<file path="src/core/pgc_defines.svh">
// register offsets, field positions, reset values and timing counts of the test pattern block
// included by the package users; definitions only
`ifndef PGC_DEFINES_SVH
`define PGC_DEFINES_SVH

`define PGC_OFF_CTRL      8'h00
`define PGC_OFF_DENS      8'h04
`define PGC_OFF_CUST      8'h08
`define PGC_OFF_DIV       8'h0c
`define PGC_OFF_ERRS      8'h10
`define PGC_OFF_BITS      8'h14
`define PGC_OFF_STAT      8'h18
`define PGC_OFF_CLR       8'h1c
`define PGC_OFF_DELAY     8'h20

`define PGC_CTRL_W        15
`define PGC_CTRL_RST      15'h0000
`define PGC_DENS_RST      16'h0101
`define PGC_DIV_RST       16'h0000
`define PGC_DELAY_RST     4'h0
`define PGC_SEED          23'h000001

`define PGC_DENS_MARK_LSB 0
`define PGC_DENS_SPACE_LSB 8
`define PGC_STAT_LOCK_BIT 0
`define PGC_STAT_LOAD_BIT 1
`define PGC_STAT_REFL_BIT 2

`define PGC_PCLK_MHZ      100
`define PGC_REF_MHZ       10
`define PGC_REF_CYC       (`PGC_PCLK_MHZ / `PGC_REF_MHZ)
`define PGC_REF_LOST_CYC  (4 * `PGC_REF_CYC)

`endif

</file>
<file path="src/core/pgc_pkg.sv">
// types shared by the test pattern block
// no imports; users write pgc_pkg::name
package pgc_pkg;

    typedef enum logic [2:0] {
        seq_len_seven       = 3'h0,
        seq_len_fifteen     = 3'h1,
        seq_len_seventeen   = 3'h2,
        seq_len_twenty      = 3'h3,
        seq_len_twentythree = 3'h4,
        seq_len_test_four   = 3'h5
    } pgc_len_e;

    typedef enum logic [1:0] {
        tx_prbs    = 2'h0,
        tx_density = 2'h1,
        tx_custom  = 2'h2,
        tx_idle    = 2'h3
    } pgc_txmode_e;

    typedef enum logic [2:0] {
        rx_off    = 3'b001,
        rx_load   = 3'b010,
        rx_locked = 3'b100
    } pgc_rxst_e;

    typedef struct packed {
        logic        rx_en;
        logic        ref_clk_sel;
        logic        ext_clk_sel;
        logic        rx_ext_ref;
        logic        rx_inv;
        pgc_len_e    rx_len;
        pgc_txmode_e tx_mode;
        logic        tx_inv;
        pgc_len_e    tx_len;
        logic        tx_en;
    } pgc_ctrl_s;

endpackage

</file>
<file path="src/core/pgc_bert.sv">
// bit error rate pattern generator and checker with apb register slave
// assumes one pclk domain; external clock and reference arrive as sampled levels
`timescale 1ns/1ps
`include "pgc_defines.svh"
module pgc_bert #(
    parameter int CUST_WORDS = 4,
    parameter int FIFO_DEPTH = 16,
    parameter int DLY_MAX    = 16
) (
    // apb slave
    input  wire logic        pclk,
    input  wire logic        presetn,
    input  wire logic        psel,
    input  wire logic        penable,
    input  wire logic        pwrite,
    input  wire logic [7:0]  paddr,
    input  wire logic [31:0] pwdata,
    output logic             pready,
    output logic [31:0]      prdata,
    output logic             pslverr,
    // clock sources
    input  wire logic        ext_bit_clk,
    input  wire logic        ext_ref_clk,
    // transmit link
    output logic             tx_data,
    output logic             tx_strobe,
    // receive link
    input  wire logic        rx_data,
    input  wire logic        ref_data
);
    localparam int CIW = $clog2(CUST_WORDS * 32);
    localparam int CWW = (CUST_WORDS > 1) ? $clog2(CUST_WORDS) : 1;
    localparam int DW  = $clog2(DLY_MAX);

    // lfsr helpers
    function automatic logic [4:0] seq_n(input pgc_pkg::pgc_len_e l);
        case (l)
            pgc_pkg::seq_len_seven:       seq_n = 5'd7;
            pgc_pkg::seq_len_fifteen:     seq_n = 5'd15;
            pgc_pkg::seq_len_seventeen:   seq_n = 5'd17;
            pgc_pkg::seq_len_twenty:      seq_n = 5'd20;
            pgc_pkg::seq_len_twentythree: seq_n = 5'd23;
            default:                      seq_n = 5'd4;
        endcase
    endfunction

    function automatic logic seq_fb(input logic [22:0] s, input pgc_pkg::pgc_len_e l);
        case (l)
            pgc_pkg::seq_len_seven:       seq_fb = s[5] ^ s[6];
            pgc_pkg::seq_len_fifteen:     seq_fb = s[13] ^ s[14];
            pgc_pkg::seq_len_seventeen:   seq_fb = s[13] ^ s[16];
            pgc_pkg::seq_len_twenty:      seq_fb = s[16] ^ s[19];
            pgc_pkg::seq_len_twentythree: seq_fb = s[17] ^ s[22];
            default:                      seq_fb = s[2] ^ s[3];
        endcase
    endfunction

    function automatic logic [22:0] seq_mask(input pgc_pkg::pgc_len_e l);
        seq_mask = 23'h7fffff >> (5'd23 - seq_n(l));
    endfunction

    // stage 1 is bit 0; feedback enters stage 1, stages move up by one
    function automatic logic [22:0] seq_shift(input logic [22:0] s, input pgc_pkg::pgc_len_e l,
                                              input logic in_bit);
        logic [22:0] n;
        n = {s[21:0], in_bit} & seq_mask(l);
        seq_shift = (n == '0) ? `PGC_SEED : n;
    endfunction

    // registers
    pgc_pkg::pgc_ctrl_s ctrl_reg;
    logic [15:0]        dens_reg;
    logic [15:0]        div_reg;
    logic [DW-1:0]      delay_reg;
    logic [31:0]        err_reg;
    logic [31:0]        bits_reg;
    logic [31:0]        prdata_reg;
    logic               pslverr_reg;
    logic [31:0]        cust_reg [CUST_WORDS];
    logic [CWW-1:0]     cust_wr_reg;

    // apb decode
    wire setup    = psel && !penable;
    wire access   = psel && penable;
    wire a_ctrl   = (paddr == `PGC_OFF_CTRL);
    wire a_dens   = (paddr == `PGC_OFF_DENS);
    wire a_cust   = (paddr == `PGC_OFF_CUST);
    wire a_div    = (paddr == `PGC_OFF_DIV);
    wire a_errs   = (paddr == `PGC_OFF_ERRS);
    wire a_bits   = (paddr == `PGC_OFF_BITS);
    wire a_stat   = (paddr == `PGC_OFF_STAT);
    wire a_clr    = (paddr == `PGC_OFF_CLR);
    wire a_delay  = (paddr == `PGC_OFF_DELAY);
    wire a_hit    = a_ctrl | a_dens | a_cust | a_div | a_errs | a_bits | a_stat | a_clr | a_delay;
    wire fifo_in_ready;
    wire wr_done  = access && pwrite && pready;
    wire cust_push = access && pwrite && a_cust;
    wire cnt_clr  = wr_done && a_clr;

    assign pready  = !(access && pwrite && a_cust) || fifo_in_ready;
    assign prdata  = prdata_reg;
    assign pslverr = access && pslverr_reg;

    // custom pattern load path
    wire        fifo_out_valid;
    wire [31:0] fifo_out_data;
    wire        tx_cust_busy = ctrl_reg.tx_en && (ctrl_reg.tx_mode == pgc_pkg::tx_custom);
    wire        fifo_pop = fifo_out_valid && !tx_cust_busy;

    pgc_fifo #(
        .W(32),
        .D(FIFO_DEPTH)
    ) u_cust_fifo (
        .pclk      (pclk),
        .presetn   (presetn),
        .in_valid  (cust_push),
        .in_ready  (fifo_in_ready),
        .in_data   (pwdata),
        .out_valid (fifo_out_valid),
        .out_ready (!tx_cust_busy),
        .out_data  (fifo_out_data)
    );

    // clock source selection
    logic [2:0]  ext_clk_sync;
    logic [2:0]  ext_ref_sync;
    logic [15:0] div_cnt_reg;
    logic [7:0]  ref_gap_reg;
    logic [DLY_MAX-1:0] tick_hist;
    wire ext_clk_rise = ext_clk_sync[1] && !ext_clk_sync[2];
    wire ext_ref_rise = ext_ref_sync[1] && !ext_ref_sync[2];
    wire ref_lost     = (ref_gap_reg >= 8'(`PGC_REF_LOST_CYC));
    wire div_step     = ctrl_reg.ref_clk_sel ? ext_ref_rise : 1'b1;
    wire div_wrap     = div_step && (div_cnt_reg >= div_reg);
    wire bit_tick     = ctrl_reg.ext_clk_sel ? ext_clk_rise : div_wrap;
    wire samp_tick    = (delay_reg == '0) ? bit_tick : tick_hist[delay_reg - 1'b1];

    always_ff @(posedge pclk or negedge presetn) begin
        if (!presetn) begin
            ext_clk_sync <= 3'h0;
            ext_ref_sync <= 3'h0;
            div_cnt_reg  <= 16'h0000;
            ref_gap_reg  <= 8'h00;
            tick_hist    <= '0;
        end else begin
            ext_clk_sync <= {ext_clk_sync[1:0], ext_bit_clk};
            ext_ref_sync <= {ext_ref_sync[1:0], ext_ref_clk};
            if (div_wrap) div_cnt_reg <= 16'h0000;
            else if (div_step) div_cnt_reg <= div_cnt_reg + 16'h0001;
            if (ext_ref_rise) ref_gap_reg <= 8'h00;
            else if (!ref_lost) ref_gap_reg <= ref_gap_reg + 8'h01;
            tick_hist <= {tick_hist[DLY_MAX-2:0], bit_tick};
        end
    end

    // transmit pattern sources
    logic [22:0]    tx_state;
    logic [7:0]     dens_cnt_reg;
    logic [CIW-1:0] cust_idx_reg;
    wire [7:0]  mark_len  = dens_reg[`PGC_DENS_MARK_LSB +: 8];
    wire [7:0]  space_len = dens_reg[`PGC_DENS_SPACE_LSB +: 8];
    wire [8:0]  dens_per  = {1'b0, mark_len} + {1'b0, space_len};
    wire        dens_last = ({1'b0, dens_cnt_reg} + 9'h001 >= dens_per);
    wire [4:0]  tx_n      = seq_n(ctrl_reg.tx_len);
    wire        prbs_bit  = tx_state[tx_n - 5'd1];
    wire        dens_bit  = (dens_cnt_reg < mark_len);
    wire [31:0] cust_word = cust_reg[cust_idx_reg[CIW-1:5]];
    wire        cust_bit  = cust_word[cust_idx_reg[4:0]];
    logic       src_bit;

    always_comb begin
        case (ctrl_reg.tx_mode)
            pgc_pkg::tx_prbs:    src_bit = prbs_bit;
            pgc_pkg::tx_density: src_bit = dens_bit;
            pgc_pkg::tx_custom:  src_bit = cust_bit;
            default:             src_bit = 1'b0;
        endcase
    end

    wire tx_run = ctrl_reg.tx_en && bit_tick;

    always_ff @(posedge pclk or negedge presetn) begin
        if (!presetn) begin
            tx_state     <= `PGC_SEED;
            dens_cnt_reg <= 8'h00;
            cust_idx_reg <= '0;
            tx_data      <= 1'b0;
            tx_strobe    <= 1'b0;
        end else begin
            tx_strobe <= tx_run;
            if (!ctrl_reg.tx_en) begin
                tx_state     <= `PGC_SEED;
                dens_cnt_reg <= 8'h00;
                cust_idx_reg <= '0;
            end else if (bit_tick) begin
                tx_state     <= seq_shift(tx_state, ctrl_reg.tx_len,
                                          seq_fb(tx_state, ctrl_reg.tx_len));
                dens_cnt_reg <= dens_last ? 8'h00 : dens_cnt_reg + 8'h01;
                cust_idx_reg <= cust_idx_reg + 1'b1;
                tx_data      <= src_bit ^ ctrl_reg.tx_inv;
            end
        end
    end

    // custom memory fill from the fifo
    always_ff @(posedge pclk or negedge presetn) begin
        if (!presetn) begin
            cust_wr_reg <= '0;
            for (int i = 0; i < CUST_WORDS; i++) cust_reg[i] <= 32'h0000_0000;
        end else if (fifo_pop) begin
            cust_reg[cust_wr_reg] <= fifo_out_data;
            cust_wr_reg           <= cust_wr_reg + 1'b1;
        end
    end

    // receive reference and comparison
    pgc_pkg::pgc_rxst_e rx_st_reg;
    pgc_pkg::pgc_rxst_e rx_st_next;
    logic [22:0] rx_state;
    logic [4:0]  load_cnt_reg;
    wire [4:0]   rx_n      = seq_n(ctrl_reg.rx_len);
    wire         rx_true   = rx_data ^ ctrl_reg.rx_inv;
    wire         ref_bit   = ctrl_reg.rx_ext_ref ? ref_data : seq_fb(rx_state, ctrl_reg.rx_len);
    wire         bit_err   = rx_data ^ (ref_bit ^ ctrl_reg.rx_inv);
    wire         locked    = (rx_st_reg == pgc_pkg::rx_locked);
    wire         count_now = locked && samp_tick;
    wire         load_done = (load_cnt_reg == rx_n - 5'd1);

    always_comb begin
        case (rx_st_reg)
            pgc_pkg::rx_off:
                rx_st_next = !ctrl_reg.rx_en ? pgc_pkg::rx_off :
                             ctrl_reg.rx_ext_ref ? pgc_pkg::rx_locked : pgc_pkg::rx_load;
            pgc_pkg::rx_load:
                rx_st_next = (samp_tick && load_done) ? pgc_pkg::rx_locked : pgc_pkg::rx_load;
            pgc_pkg::rx_locked:
                rx_st_next = pgc_pkg::rx_locked;
            default:
                rx_st_next = pgc_pkg::rx_off;
        endcase
        if (!ctrl_reg.rx_en) rx_st_next = pgc_pkg::rx_off;
    end

    always_ff @(posedge pclk or negedge presetn) begin
        if (!presetn) begin
            rx_st_reg    <= pgc_pkg::rx_off;
            rx_state     <= `PGC_SEED;
            load_cnt_reg <= 5'd0;
        end else begin
            rx_st_reg <= rx_st_next;
            if (rx_st_reg == pgc_pkg::rx_off) begin
                load_cnt_reg <= 5'd0;
            end else if (samp_tick && rx_st_reg == pgc_pkg::rx_load) begin
                rx_state     <= seq_shift(rx_state, ctrl_reg.rx_len, rx_true);
                load_cnt_reg <= load_cnt_reg + 5'd1;
            end else if (count_now) begin
                rx_state <= seq_shift(rx_state, ctrl_reg.rx_len, ref_bit);
            end
        end
    end

    // counters
    always_ff @(posedge pclk or negedge presetn) begin
        if (!presetn) begin
            err_reg  <= 32'h0000_0000;
            bits_reg <= 32'h0000_0000;
        end else if (cnt_clr) begin
            err_reg  <= 32'h0000_0000;
            bits_reg <= 32'h0000_0000;
        end else if (count_now) begin
            if (bits_reg != 32'hffff_ffff) bits_reg <= bits_reg + 32'h1;
            if (bit_err && err_reg != 32'hffff_ffff) err_reg <= err_reg + 32'h1;
        end
    end

    // register writes and read capture
    logic [31:0] rd_mux;
    wire [31:0] stat_word = {29'h0, ref_lost, rx_st_reg == pgc_pkg::rx_load, locked};

    always_comb begin
        rd_mux = 32'h0000_0000;
        if (a_ctrl) rd_mux = {17'h0, ctrl_reg};
        if (a_dens) rd_mux = {16'h0, dens_reg};
        if (a_div) rd_mux = {16'h0, div_reg};
        if (a_errs) rd_mux = err_reg;
        if (a_bits) rd_mux = bits_reg;
        if (a_stat) rd_mux = stat_word;
        if (a_delay) rd_mux = {{(32 - DW){1'b0}}, delay_reg};
    end

    always_ff @(posedge pclk or negedge presetn) begin
        if (!presetn) begin
            ctrl_reg    <= pgc_pkg::pgc_ctrl_s'(`PGC_CTRL_RST);
            dens_reg    <= `PGC_DENS_RST;
            div_reg     <= `PGC_DIV_RST;
            delay_reg   <= DW'(`PGC_DELAY_RST);
            prdata_reg  <= 32'h0000_0000;
            pslverr_reg <= 1'b0;
        end else begin
            if (setup) begin
                prdata_reg  <= pwrite ? 32'h0000_0000 : rd_mux;
                pslverr_reg <= !a_hit;
            end
            if (wr_done && a_ctrl) ctrl_reg <= pgc_pkg::pgc_ctrl_s'(pwdata[`PGC_CTRL_W-1:0]);
            if (wr_done && a_dens) dens_reg <= pwdata[15:0];
            if (wr_done && a_div) div_reg <= pwdata[15:0];
            if (wr_done && a_delay) delay_reg <= pwdata[DW-1:0];
        end
    end
endmodule

</file>
<file path="src/core/pgc_fifo.sv">
// synchronous fifo, flip-flop storage, valid/ready on both sides
// single clock, async active-low reset
`timescale 1ns/1ps
module pgc_fifo #(
    parameter int W = 32,
    parameter int D = 16
) (
    // clock and reset
    input  wire logic         pclk,
    input  wire logic         presetn,
    // fill side
    input  wire logic         in_valid,
    output logic              in_ready,
    input  wire logic [W-1:0] in_data,
    // drain side
    output logic              out_valid,
    input  wire logic         out_ready,
    output logic [W-1:0]      out_data
);
    localparam int AW = (D > 1) ? $clog2(D) : 1;

    logic [W-1:0] mem_reg [D];
    logic [AW-1:0] wr_reg;
    logic [AW-1:0] rd_reg;
    logic [AW:0]   cnt_reg;
    wire           push = in_valid && in_ready;
    wire           pop  = out_valid && out_ready;
    wire [AW-1:0]  wr_inc = (wr_reg == AW'(D - 1)) ? '0 : wr_reg + 1'b1;
    wire [AW-1:0]  rd_inc = (rd_reg == AW'(D - 1)) ? '0 : rd_reg + 1'b1;

    assign in_ready  = (cnt_reg != (AW + 1)'(D));
    assign out_valid = (cnt_reg != '0);
    assign out_data  = mem_reg[rd_reg];

    always_ff @(posedge pclk or negedge presetn) begin
        if (!presetn) begin
            wr_reg  <= '0;
            rd_reg  <= '0;
            cnt_reg <= '0;
        end else begin
            if (push) wr_reg <= wr_inc;
            if (pop) rd_reg <= rd_inc;
            if (push && !pop) cnt_reg <= cnt_reg + 1'b1;
            else if (pop && !push) cnt_reg <= cnt_reg - 1'b1;
        end
    end

    always_ff @(posedge pclk) begin
        if (push) mem_reg[wr_reg] <= in_data;
    end
endmodule

</file>
<file path="config.mk">
export PLATFORM = sky130hd
export DESIGN_NAME = pgc_bert
export DESIGN_NICKNAME = d
export VERILOG_FILES = /design/src/core/pgc_pkg.sv /design/src/core/pgc_bert.sv /design/src/core/pgc_fifo.sv
export VERILOG_INCLUDE_DIRS = /design/src /design/src/core
export SDC_FILE = /design/constraint.sdc
export NUM_CORES = 1
export LEC_CHECK = 0
export ABC_CLOCK_PERIOD_IN_PS = 3650
export BUFFER_PORTS_ARGS = -buffer_cell sky130_fd_sc_hd__buf_4
export CAP_MARGIN = 20
export CORE_MARGIN = 8
export CORE_UTILIZATION = 60
export CTS_CLUSTER_DIAMETER = 150
export DETAILED_ROUTE_END_ITERATION = 8
export PLACE_DENSITY = 0.77
export SETUP_SLACK_MARGIN = 0.4
export SLEW_MARGIN = 30
export SYNTH_ARGS = -nofsm -noshare
export SYNTH_HDL_FRONTEND = slang
export SYNTH_SLANG_ARGS = --single-unit
</file>
<file path="constraint.sdc">
create_clock -name pclk -period 3.65 [get_ports pclk]
set_input_delay 0.1825 -clock pclk [delete_from_list [all_inputs] [get_ports pclk]]
set_output_delay 0.1825 -clock pclk [all_outputs]
set_load 0.02 [all_outputs]
</file>
==> impl.org, run 1 <==
** Run status
- The run finished with clean final reports.

** Worst setup path
- Largest fanout on the critical path :: 17
- For the worst setup path, the data required time is 4.14 ns.
- Crit path max-delay family :: simple AND/OR/NAND/NOR gates
- For this run, the slowest stage of the critical path takes 0.56 ns.
- The critical path goes through nor2_1 -> mux2i_1 -> o22ai_1 -> a21oi_1 -> xor2_2 -> nand4b_2 -> o21ai_0 -> a21oi_1.
- The critical path in this run is classified as register to register.
- Most frequent cell on the critical path :: a21oi_1
- Critical path data arrival time :: 3.65 ns
- Critical-path cell with the highest stage delay :: nand4b_2
- Worst setup EP type :: register
- Critical path buffer and inverter count :: 0
- Startpoint type of the worst setup path :: register

** Drt
- First drt pass iteration count :: 5
- Aggregate routed wire length :: 99.9 mm
- In the final routed layout, each cell accounts on average for 24.6 µm.
- DR iter-0 viols :: 2,235
- Via density :: 6.44
- Detailed routing inserted a total of 26,100 vias.
- ANT nets after route :: 0
- For this run, design rule violations remaining after detail routing come to 0.

** Yosys
- Flip-flop cell with the highest count after synthesis :: edfxtp_1
- Of the synthesized area, sequential elements account for 62.5%.
- Most area-consuming cells after synthesis :: edfxtp_1 38%, dfrtp_1 25%, mux2_2 6.1%
- The cell area that synthesis handed to floorplanning was 0.0409 mm².
- Average instance area after synthesis :: 13.9 µm²
- Number of instances in the synthesized netlist :: 2,954
- Counting flops with a built-in enable in the synthesized netlist gives 512.
- Summed over all instances, the cell type with the most area after synthesis is edfxtp_1.
- Syn Nets :: 3,077
- For this run, the number of Yosys warnings is 0.
- Proportion of synthesized flip-flops having asynchronous set or reset :: 44.3%
- Yosys mapped the design onto 83 distinct sky130hd cell types.
- The synthesized design contains 920 register bits.
- Post-synth top area share :: 37.6%

** Global route
- The via count of the first global-routing pass came to 26,800.
- The number of antenna violations at the first check in global routing was 3.
- Global routing usage summed across all routing layers :: 25.6%
- Maximum number of pins on one net before global-route repair :: 82
- Wire length of the first global-routing pass :: 155 mm
- Global-route congestion overflow total :: 0

** Clock tree
- After clock tree synthesis, the clock-pin slew on the worst setup and hold paths is 0.06 ns.
- For this design, the sink count on the clock tree is 920.
- CTS root buf :: clkbuf_16
- TritonCTS created 93 clock buffers.
- TritonCTS built the clock tree.
- H-tree Lvls :: 3
- At the later pin of the worst-skew pair, clock insertion delay measures 0.64 ns.
- Maximum buffer depth of the clock tree :: 3

** Floorplanning
- In this run the horizontal extent of the chip is 277 µm.
- 85 I/O pins were placed.
- Chip Height :: 277 µm
- Placeable core region :: 0.0674 mm²
- The die covers 0.0768 mm².
- The initial utilization of the core area, before any placement, comes to 60.7%.
- The floorplan has 95 rows.

** Hold path
- The min-delay analysis places its worst path in the category input port to async pin.

** Timing
- Worst-case hold slack :: 0.113 ns
- The smallest clock period supported by the final layout is computed as 3.16 ns.
- Static timing analysis puts the maximum clock frequency at 317 MHz.
- Setup violations remaining at the end of the flow were counted as 0.
- Maximum clock skew at final layout :: 0.0258 ns
- Final worst-path setup slack :: 0.493 ns
- Unrepaired setup endpoints after global routing :: yes
- For the pin with the worst max-slew slack, the measured transition is 0.992 ns.
- Headroom to the max-slew limit came out at 33.9%.
- Setup TNS after final layout :: 0 ns
- The final count of pins violating max slew came to 0.
- In the finished design, the share of the clock period the worst path needs comes to 86.5%.
- Final Hold Vio Count :: 0

** Placement
- Pre-CTS setup slack :: 0.221 ns
- Once detailed placement completed, the half-perimeter wirelength came to 62.4 mm.
- GP Congestion :: 0.920
- Buffers on Ports :: 84

** Final layout
- The net count of the finished layout is 3,224.
- Area growth syn-to-layout :: 13.7%
- The filler cells instantiated in the layout total 4,366.
- The register with the most flip-flops in the layout has 512 of them.
- Commonest cells after routing, fill and taps aside :: 512 x edfxtp_1, 398 x dfrtp_1, 222 x mux2_2, 206 x o21ai_0, 193 x nand2_1
- Fraction of final layout cells sized beyond drive strength 1 :: 22.1%
- The library cell used most frequently in the layout, excluding fill and tap cells, is edfxtp_1.

** Run
- Max-cap violations in this run came to 0.

** Power and ir drop
- For this design the ratio of total power to cell area is 634 mW/mm².
- Leak Pwr :: 0.0179 µW
- Maximum resistive drop on vdd :: 522 µV
-- power breakdown --
| part | internal [µW] | total, µW | switching, µW | leakage [µW] |
|---|---|---|---|---|
| combinational | 3470 | 7680 | 4210 | 0.00683 |
| clock | 5290 | 9290 | 3990 | 0.00146 |
| sequential | 11900 | 12500 | 614 | 0.00960 |
-- synthesized netlist by cell type (all sizes together) (25+ instances only) --
library cell	instances
nand4	27
dfrtp	403
a221oi	45
edfxtp	512
mux4	93
o21ai	211
nand2b	26
nor3	25
nor2	108
nand3	59
buf	64
and2	27
clkbuf	95
xnor2	52
a21oi	140
inv	77
mux2	223
mux2i	124
a22oi	56
ha	72
and3	34
or3	39
nand2	193
-- routing by layer --
| layer | vias to the layer above | routed length (µm) | track usage, % |
|---|---|---|---|
| li1 | 11500 | - | - |
| met1 | 13400 | 39300 | 32.6 |
| met2 | 997 | 50700 | 44.4 |
| met3 | 213 | 5660 | 3.44 |
| met4 | 0 | 4170 | 10.3 |
| met5 | - | 0 | 0 |
-- cell families (layout without fill, tap and decap cells) --
family          count (synthesis)  after routing  synth area share [%]
compound gates                581            582                  8.99
xor+xnor                       76             76                  1.64
fa+ha+maj                      75             75                  2.33
buf+inv                       236            459                  2.34
flops                         920            920                  62.5
mux                           440            440                  14.3
other cells                     0              2                     0
simple gates                  626            627                  7.88
-- final timing paths --
check                                 from               to  slack [ns]  depth (start not counted)
max in group asynchronous          presetn     cust_reg[40]        2.48                          4
max                            ctrl_reg[8]      err_reg[24]        0.49                          8
min reg2reg                ext_ref_sync[0]  ext_ref_sync[1]        0.35                          0
min in group pclk                 paddr[3]      pslverr_reg        0.12                          3
min                                presetn       prdata[19]        0.11                          2
max reg2reg                    ctrl_reg[8]      err_reg[24]        0.49                          8
-- through the flow --
stage	cells	cell area, µm²	power, µW	util (%)
floorplan	2954	40900	17900	-
global route	4054	46600	30700	69.1
detailed placement	3835	43000	20300	63.8
finish	4054	46600	29500	69.1
global placement	3834	43000	19900	63.8
CTS	4045	46400	29700	68.9
-- layout make-up --
cell class | instances | area [µm²] | share of cell area (%)
repair buffers | 209 | 2030 | 4.35
multi-input cells | 1800 | 14500 | 31.2
clock inverters | 49 | 455 | 0.978
clock buffers | 124 | 2540 | 5.46
well taps | 873 | 1090 | 2.35
flip-flops and latches | 920 | 25600 | 55.0
inverters | 77 | 289 | 0.621
diodes | 2 | 5.00 | 0.0108
-- timing repair --
item / CTS / global route
endpoints found under the hold margin: 629 / 0
gates resized for setup: 2 / 20
endpoints found under the setup margin: 15 / 45
pin swaps: 1 / 5
gates cloned: 0 / 2
hold buffers: 37 / 0
buffers inserted: 0 / 5
Power figures use the tool's default switching activity.
==> run 2: changes to the inputs <==
Settings changed: CELL_PAD_IN_SITES_DETAIL_PLACEMENT from default to 1, CELL_PAD_IN_SITES_GLOBAL_PLACEMENT from default to 1, CORE_UTILIZATION 60 to 53, PLACE_DENSITY 0.77 to 0.8.
==> run 2 against run 1 <==
Effect of this change: combinational power up 5.7%; clock-buffer cell count increased by 1; die area is 12% higher; hold slack got worse by 0.0044 ns; register-to-register slack lost 0.03 ns; critical path depth increased by 2; sequential cell count is the same; first-iteration DRC count is 3.4% lower; final cell count rose by 4.5%; critical path type unchanged; critical endpoint is now err_reg[15]; largest power group unchanged; highest routed layer unchanged.
==> impl.org, run 2 (synthesis results as in run 1) <==
** Floorplanning
- After floorplanning, the core was sized to cover 0.0770 mm².
- The die is 294 µm tall.
- Boundary pin count :: 85
- Initial standard-cell utilization of the core :: 53.2%
- From left edge to right edge, the die measures 294 µm.
- The die covers 0.0864 mm².
- After floorplanning, the core was divided into 102 placement rows.

** Power and ir drop
- Maximum resistive drop on vdd :: 443 µV
- For this design the ratio of total power to cell area is 656 mW/mm².
- For this design the static power due to leakage is 0.0180 µW.

** Global route
- After global routing the overflow that remains totals 0.
- Entering global routing, the biggest net connects 106 pins.
- The first global-routing pass estimated 184 mm of wire.
- The number of antenna violations at the first check in global routing is 2.
- The via count of the first global-routing pass was 29,700.
- Global routing usage summed across all routing layers :: 27.7%

** Worst setup path
- The number of cells on the worst reg-to-reg path is 10.
- The worst setup path is launched from a register.
- STA puts the critical path data required time at 4.22 ns.
- Along the worst path, the maximum fanout reaches 28.
- The worst setup path is of the register to register kind.
- STA classifies the critical path endpoint as a register.
- Critical path data arrival time :: 3.76 ns

** Timing
- Derived from the worst setup path, the maximum achievable clock frequency is 313 MHz.
- In this run the tightest slew margin relative to its limit is 45.4%.
- Total setup violations reported at the end of the flow :: 0
- Final Hold Vio Count :: 0
- Setup total negative slack on the finished layout was measured at 0 ns.
- Number of max-slew violations in the final report :: 0
- Post-layout min period :: 3.19 ns
- Maximum clock skew at final layout :: 0.0380 ns
- Setup repair after global routing could not meet its margin everywhere.
- Post-route clock period utilization :: 87.4%
- For the pin with the worst max-slew slack, the measured transition is 0.817 ns.

** Drt
- After detailed routing, the number of vias per cell comes to 6.41.
- DR iter-0 viols :: 2,158
- Once detail routing completed, the nets flagged for antenna violations numbered 0.
- For this run, design rule violations remaining after detail routing come to 0.
- Total number of vias :: 27,100
- Average wire per cell in the routed design :: 28.6 µm
- The pre-antenna-repair detailed-routing pass consisted of 5 iterations.
- Aggregate routed wire length :: 121 mm

** Clock tree
- Clock tree synthesis found a total of 920 sinks.
- The tree is rooted in a clkbuf_16.
- Maximum buffer depth of the clock tree :: 3
- The H-tree generated during clock tree synthesis spans 3 levels.
- Worst skew pair latency :: 0.68 ns
- Clock-pin slew was measured on the worst setup and hold paths at 0.06 ns.
- Clock tree from TritonCTS :: done
- TritonCTS buffer count :: 95

** Run
- Number of max-cap violations :: 0

** Run status
- Status :: finished, final reports clean

** Final layout
- Area used by multi-input combinational logic :: 0.0145 mm²
- The library cell used most frequently in the layout, excluding fill and tap cells, is edfxtp_1.
- Registers take 0.0256 mm².
- Area growth syn-to-layout :: 14.9%
- NumNets Final :: 3,237
- Final instance area :: 0.0470 mm²
- The filler cells instantiated in the layout total 7,245.
- In the layout the commonest cells are 512 x edfxtp_1, 394 x dfrtp_1, 222 x mux2_2, 207 x o21ai_0, 193 x nand2_1.
- The register with the most flip-flops in the layout has 512 of them.
- Fraction of final layout cells sized beyond drive strength 1 :: 22.8%

** Placement
- Buffers on Ports :: 84
- Routability-driven placement finished with a final weighted congestion of 0.856.
- Instance area after placement :: 0.0432 mm²
- The wire-length estimate of the detail-placed layout is 73.1 mm.

** Hold path
- HP Class :: input port to async pin
[run 2: changes by cell type in the layout (fill, tap and decap cells not counted), sizes merged]
cell	delta
inv	-2
clkbuf	+1
bufinv	+3
diode	-1
clkinvlp	-2
clkinv	+6
buf	+11
[run 2: metal layers]
| metal | vias up | GRT usage [%] | share of wire [%] |
|---|---|---|---|
| li1 | 11500 | - | - |
| met1 | 14300 | 34.4 | 39 |
| met2 | 1058 | 48.9 | 52 |
| met3 | 279 | 3.28 | 5.3 |
| met4 | 0 | 12.2 | 4.3 |
| met5 | - | 0 | 0 |
[run 2: critical path, cell delays in order, from the launching register on]
cell      delay [ns]
dfrtp_2         0.48
inv_1           0.08
ha_1            0.37
mux4_2          0.25
mux2i_1         0.07
mux2_4          0.31
a21oi_4         0.32
buf_6           0.23
nand4b_4        0.35
or3_1           0.48
a21oi_1         0.15
[run 2: per-stage QoR]
step | hold WS, ns | cells | total power (µW) | util, % | worst slack [ns]
6_report | 0.109 | 4237 | 30800 | 61.1 | 0.460
3_5_place_dp | 0.249 | 4006 | 20800 | 56.2 | 0.228
5_1_grt | 0.143 | 4236 | 31800 | 61.1 | 0.329
2_1_floorplan | -0.113 | 2954 | 17900 | - | 0.442
3_3_place_gp | 0.249 | 4006 | 20100 | 56.2 | 0.267
4_1_cts | 0.0799 | 4223 | 31000 | 60.8 | 0.337
[run 2: what timing repair did]
| item | in CTS | in global routing |
|---|---|---|
| setup buffers | 0 | 12 |
| setup endpoints to repair | 34 | 68 |
| pin swaps | 0 | 8 |
| cloned | 1 | 1 |
| hold buffers | 37 | 0 |
| resized for setup | 5 | 18 |
| endpoints found under the hold margin | 637 | 0 |
[run 2: power by group]
group / switching, µW / internal (µW)
clock network: 4290 / 5680
logic: 4570 / 3550
registers: 818 / 11900
total: 9690 / 21200
[run 2: area by class of cell]
cell class	instances	share of cell area, %
diodes	1	0.00532
clock buffers	125	5.58
clock inverters	54	1.24
inverters	77	0.615
multi-input cells	1800	30.9
flip-flops and latches	920	54.5
well taps	1040	2.77
repair buffers	220	4.42
[run 2: path summary, 6_finish.rpt]
check / startpoint / end / slack (ns)
worst max-delay path: delay_reg[0] / err_reg[15] / 0.46
worst max register to register: delay_reg[0] / err_reg[15] / 0.46
worst min-delay path: presetn / u_cust_fifo.rd_reg[1] / 0.11
worst min register to register: ext_ref_sync[0] / ext_ref_sync[1] / 0.35
min in group pclk: paddr[7] / pslverr_reg / 0.11
max in group asynchronous: presetn / delay_reg[0] / 2.51
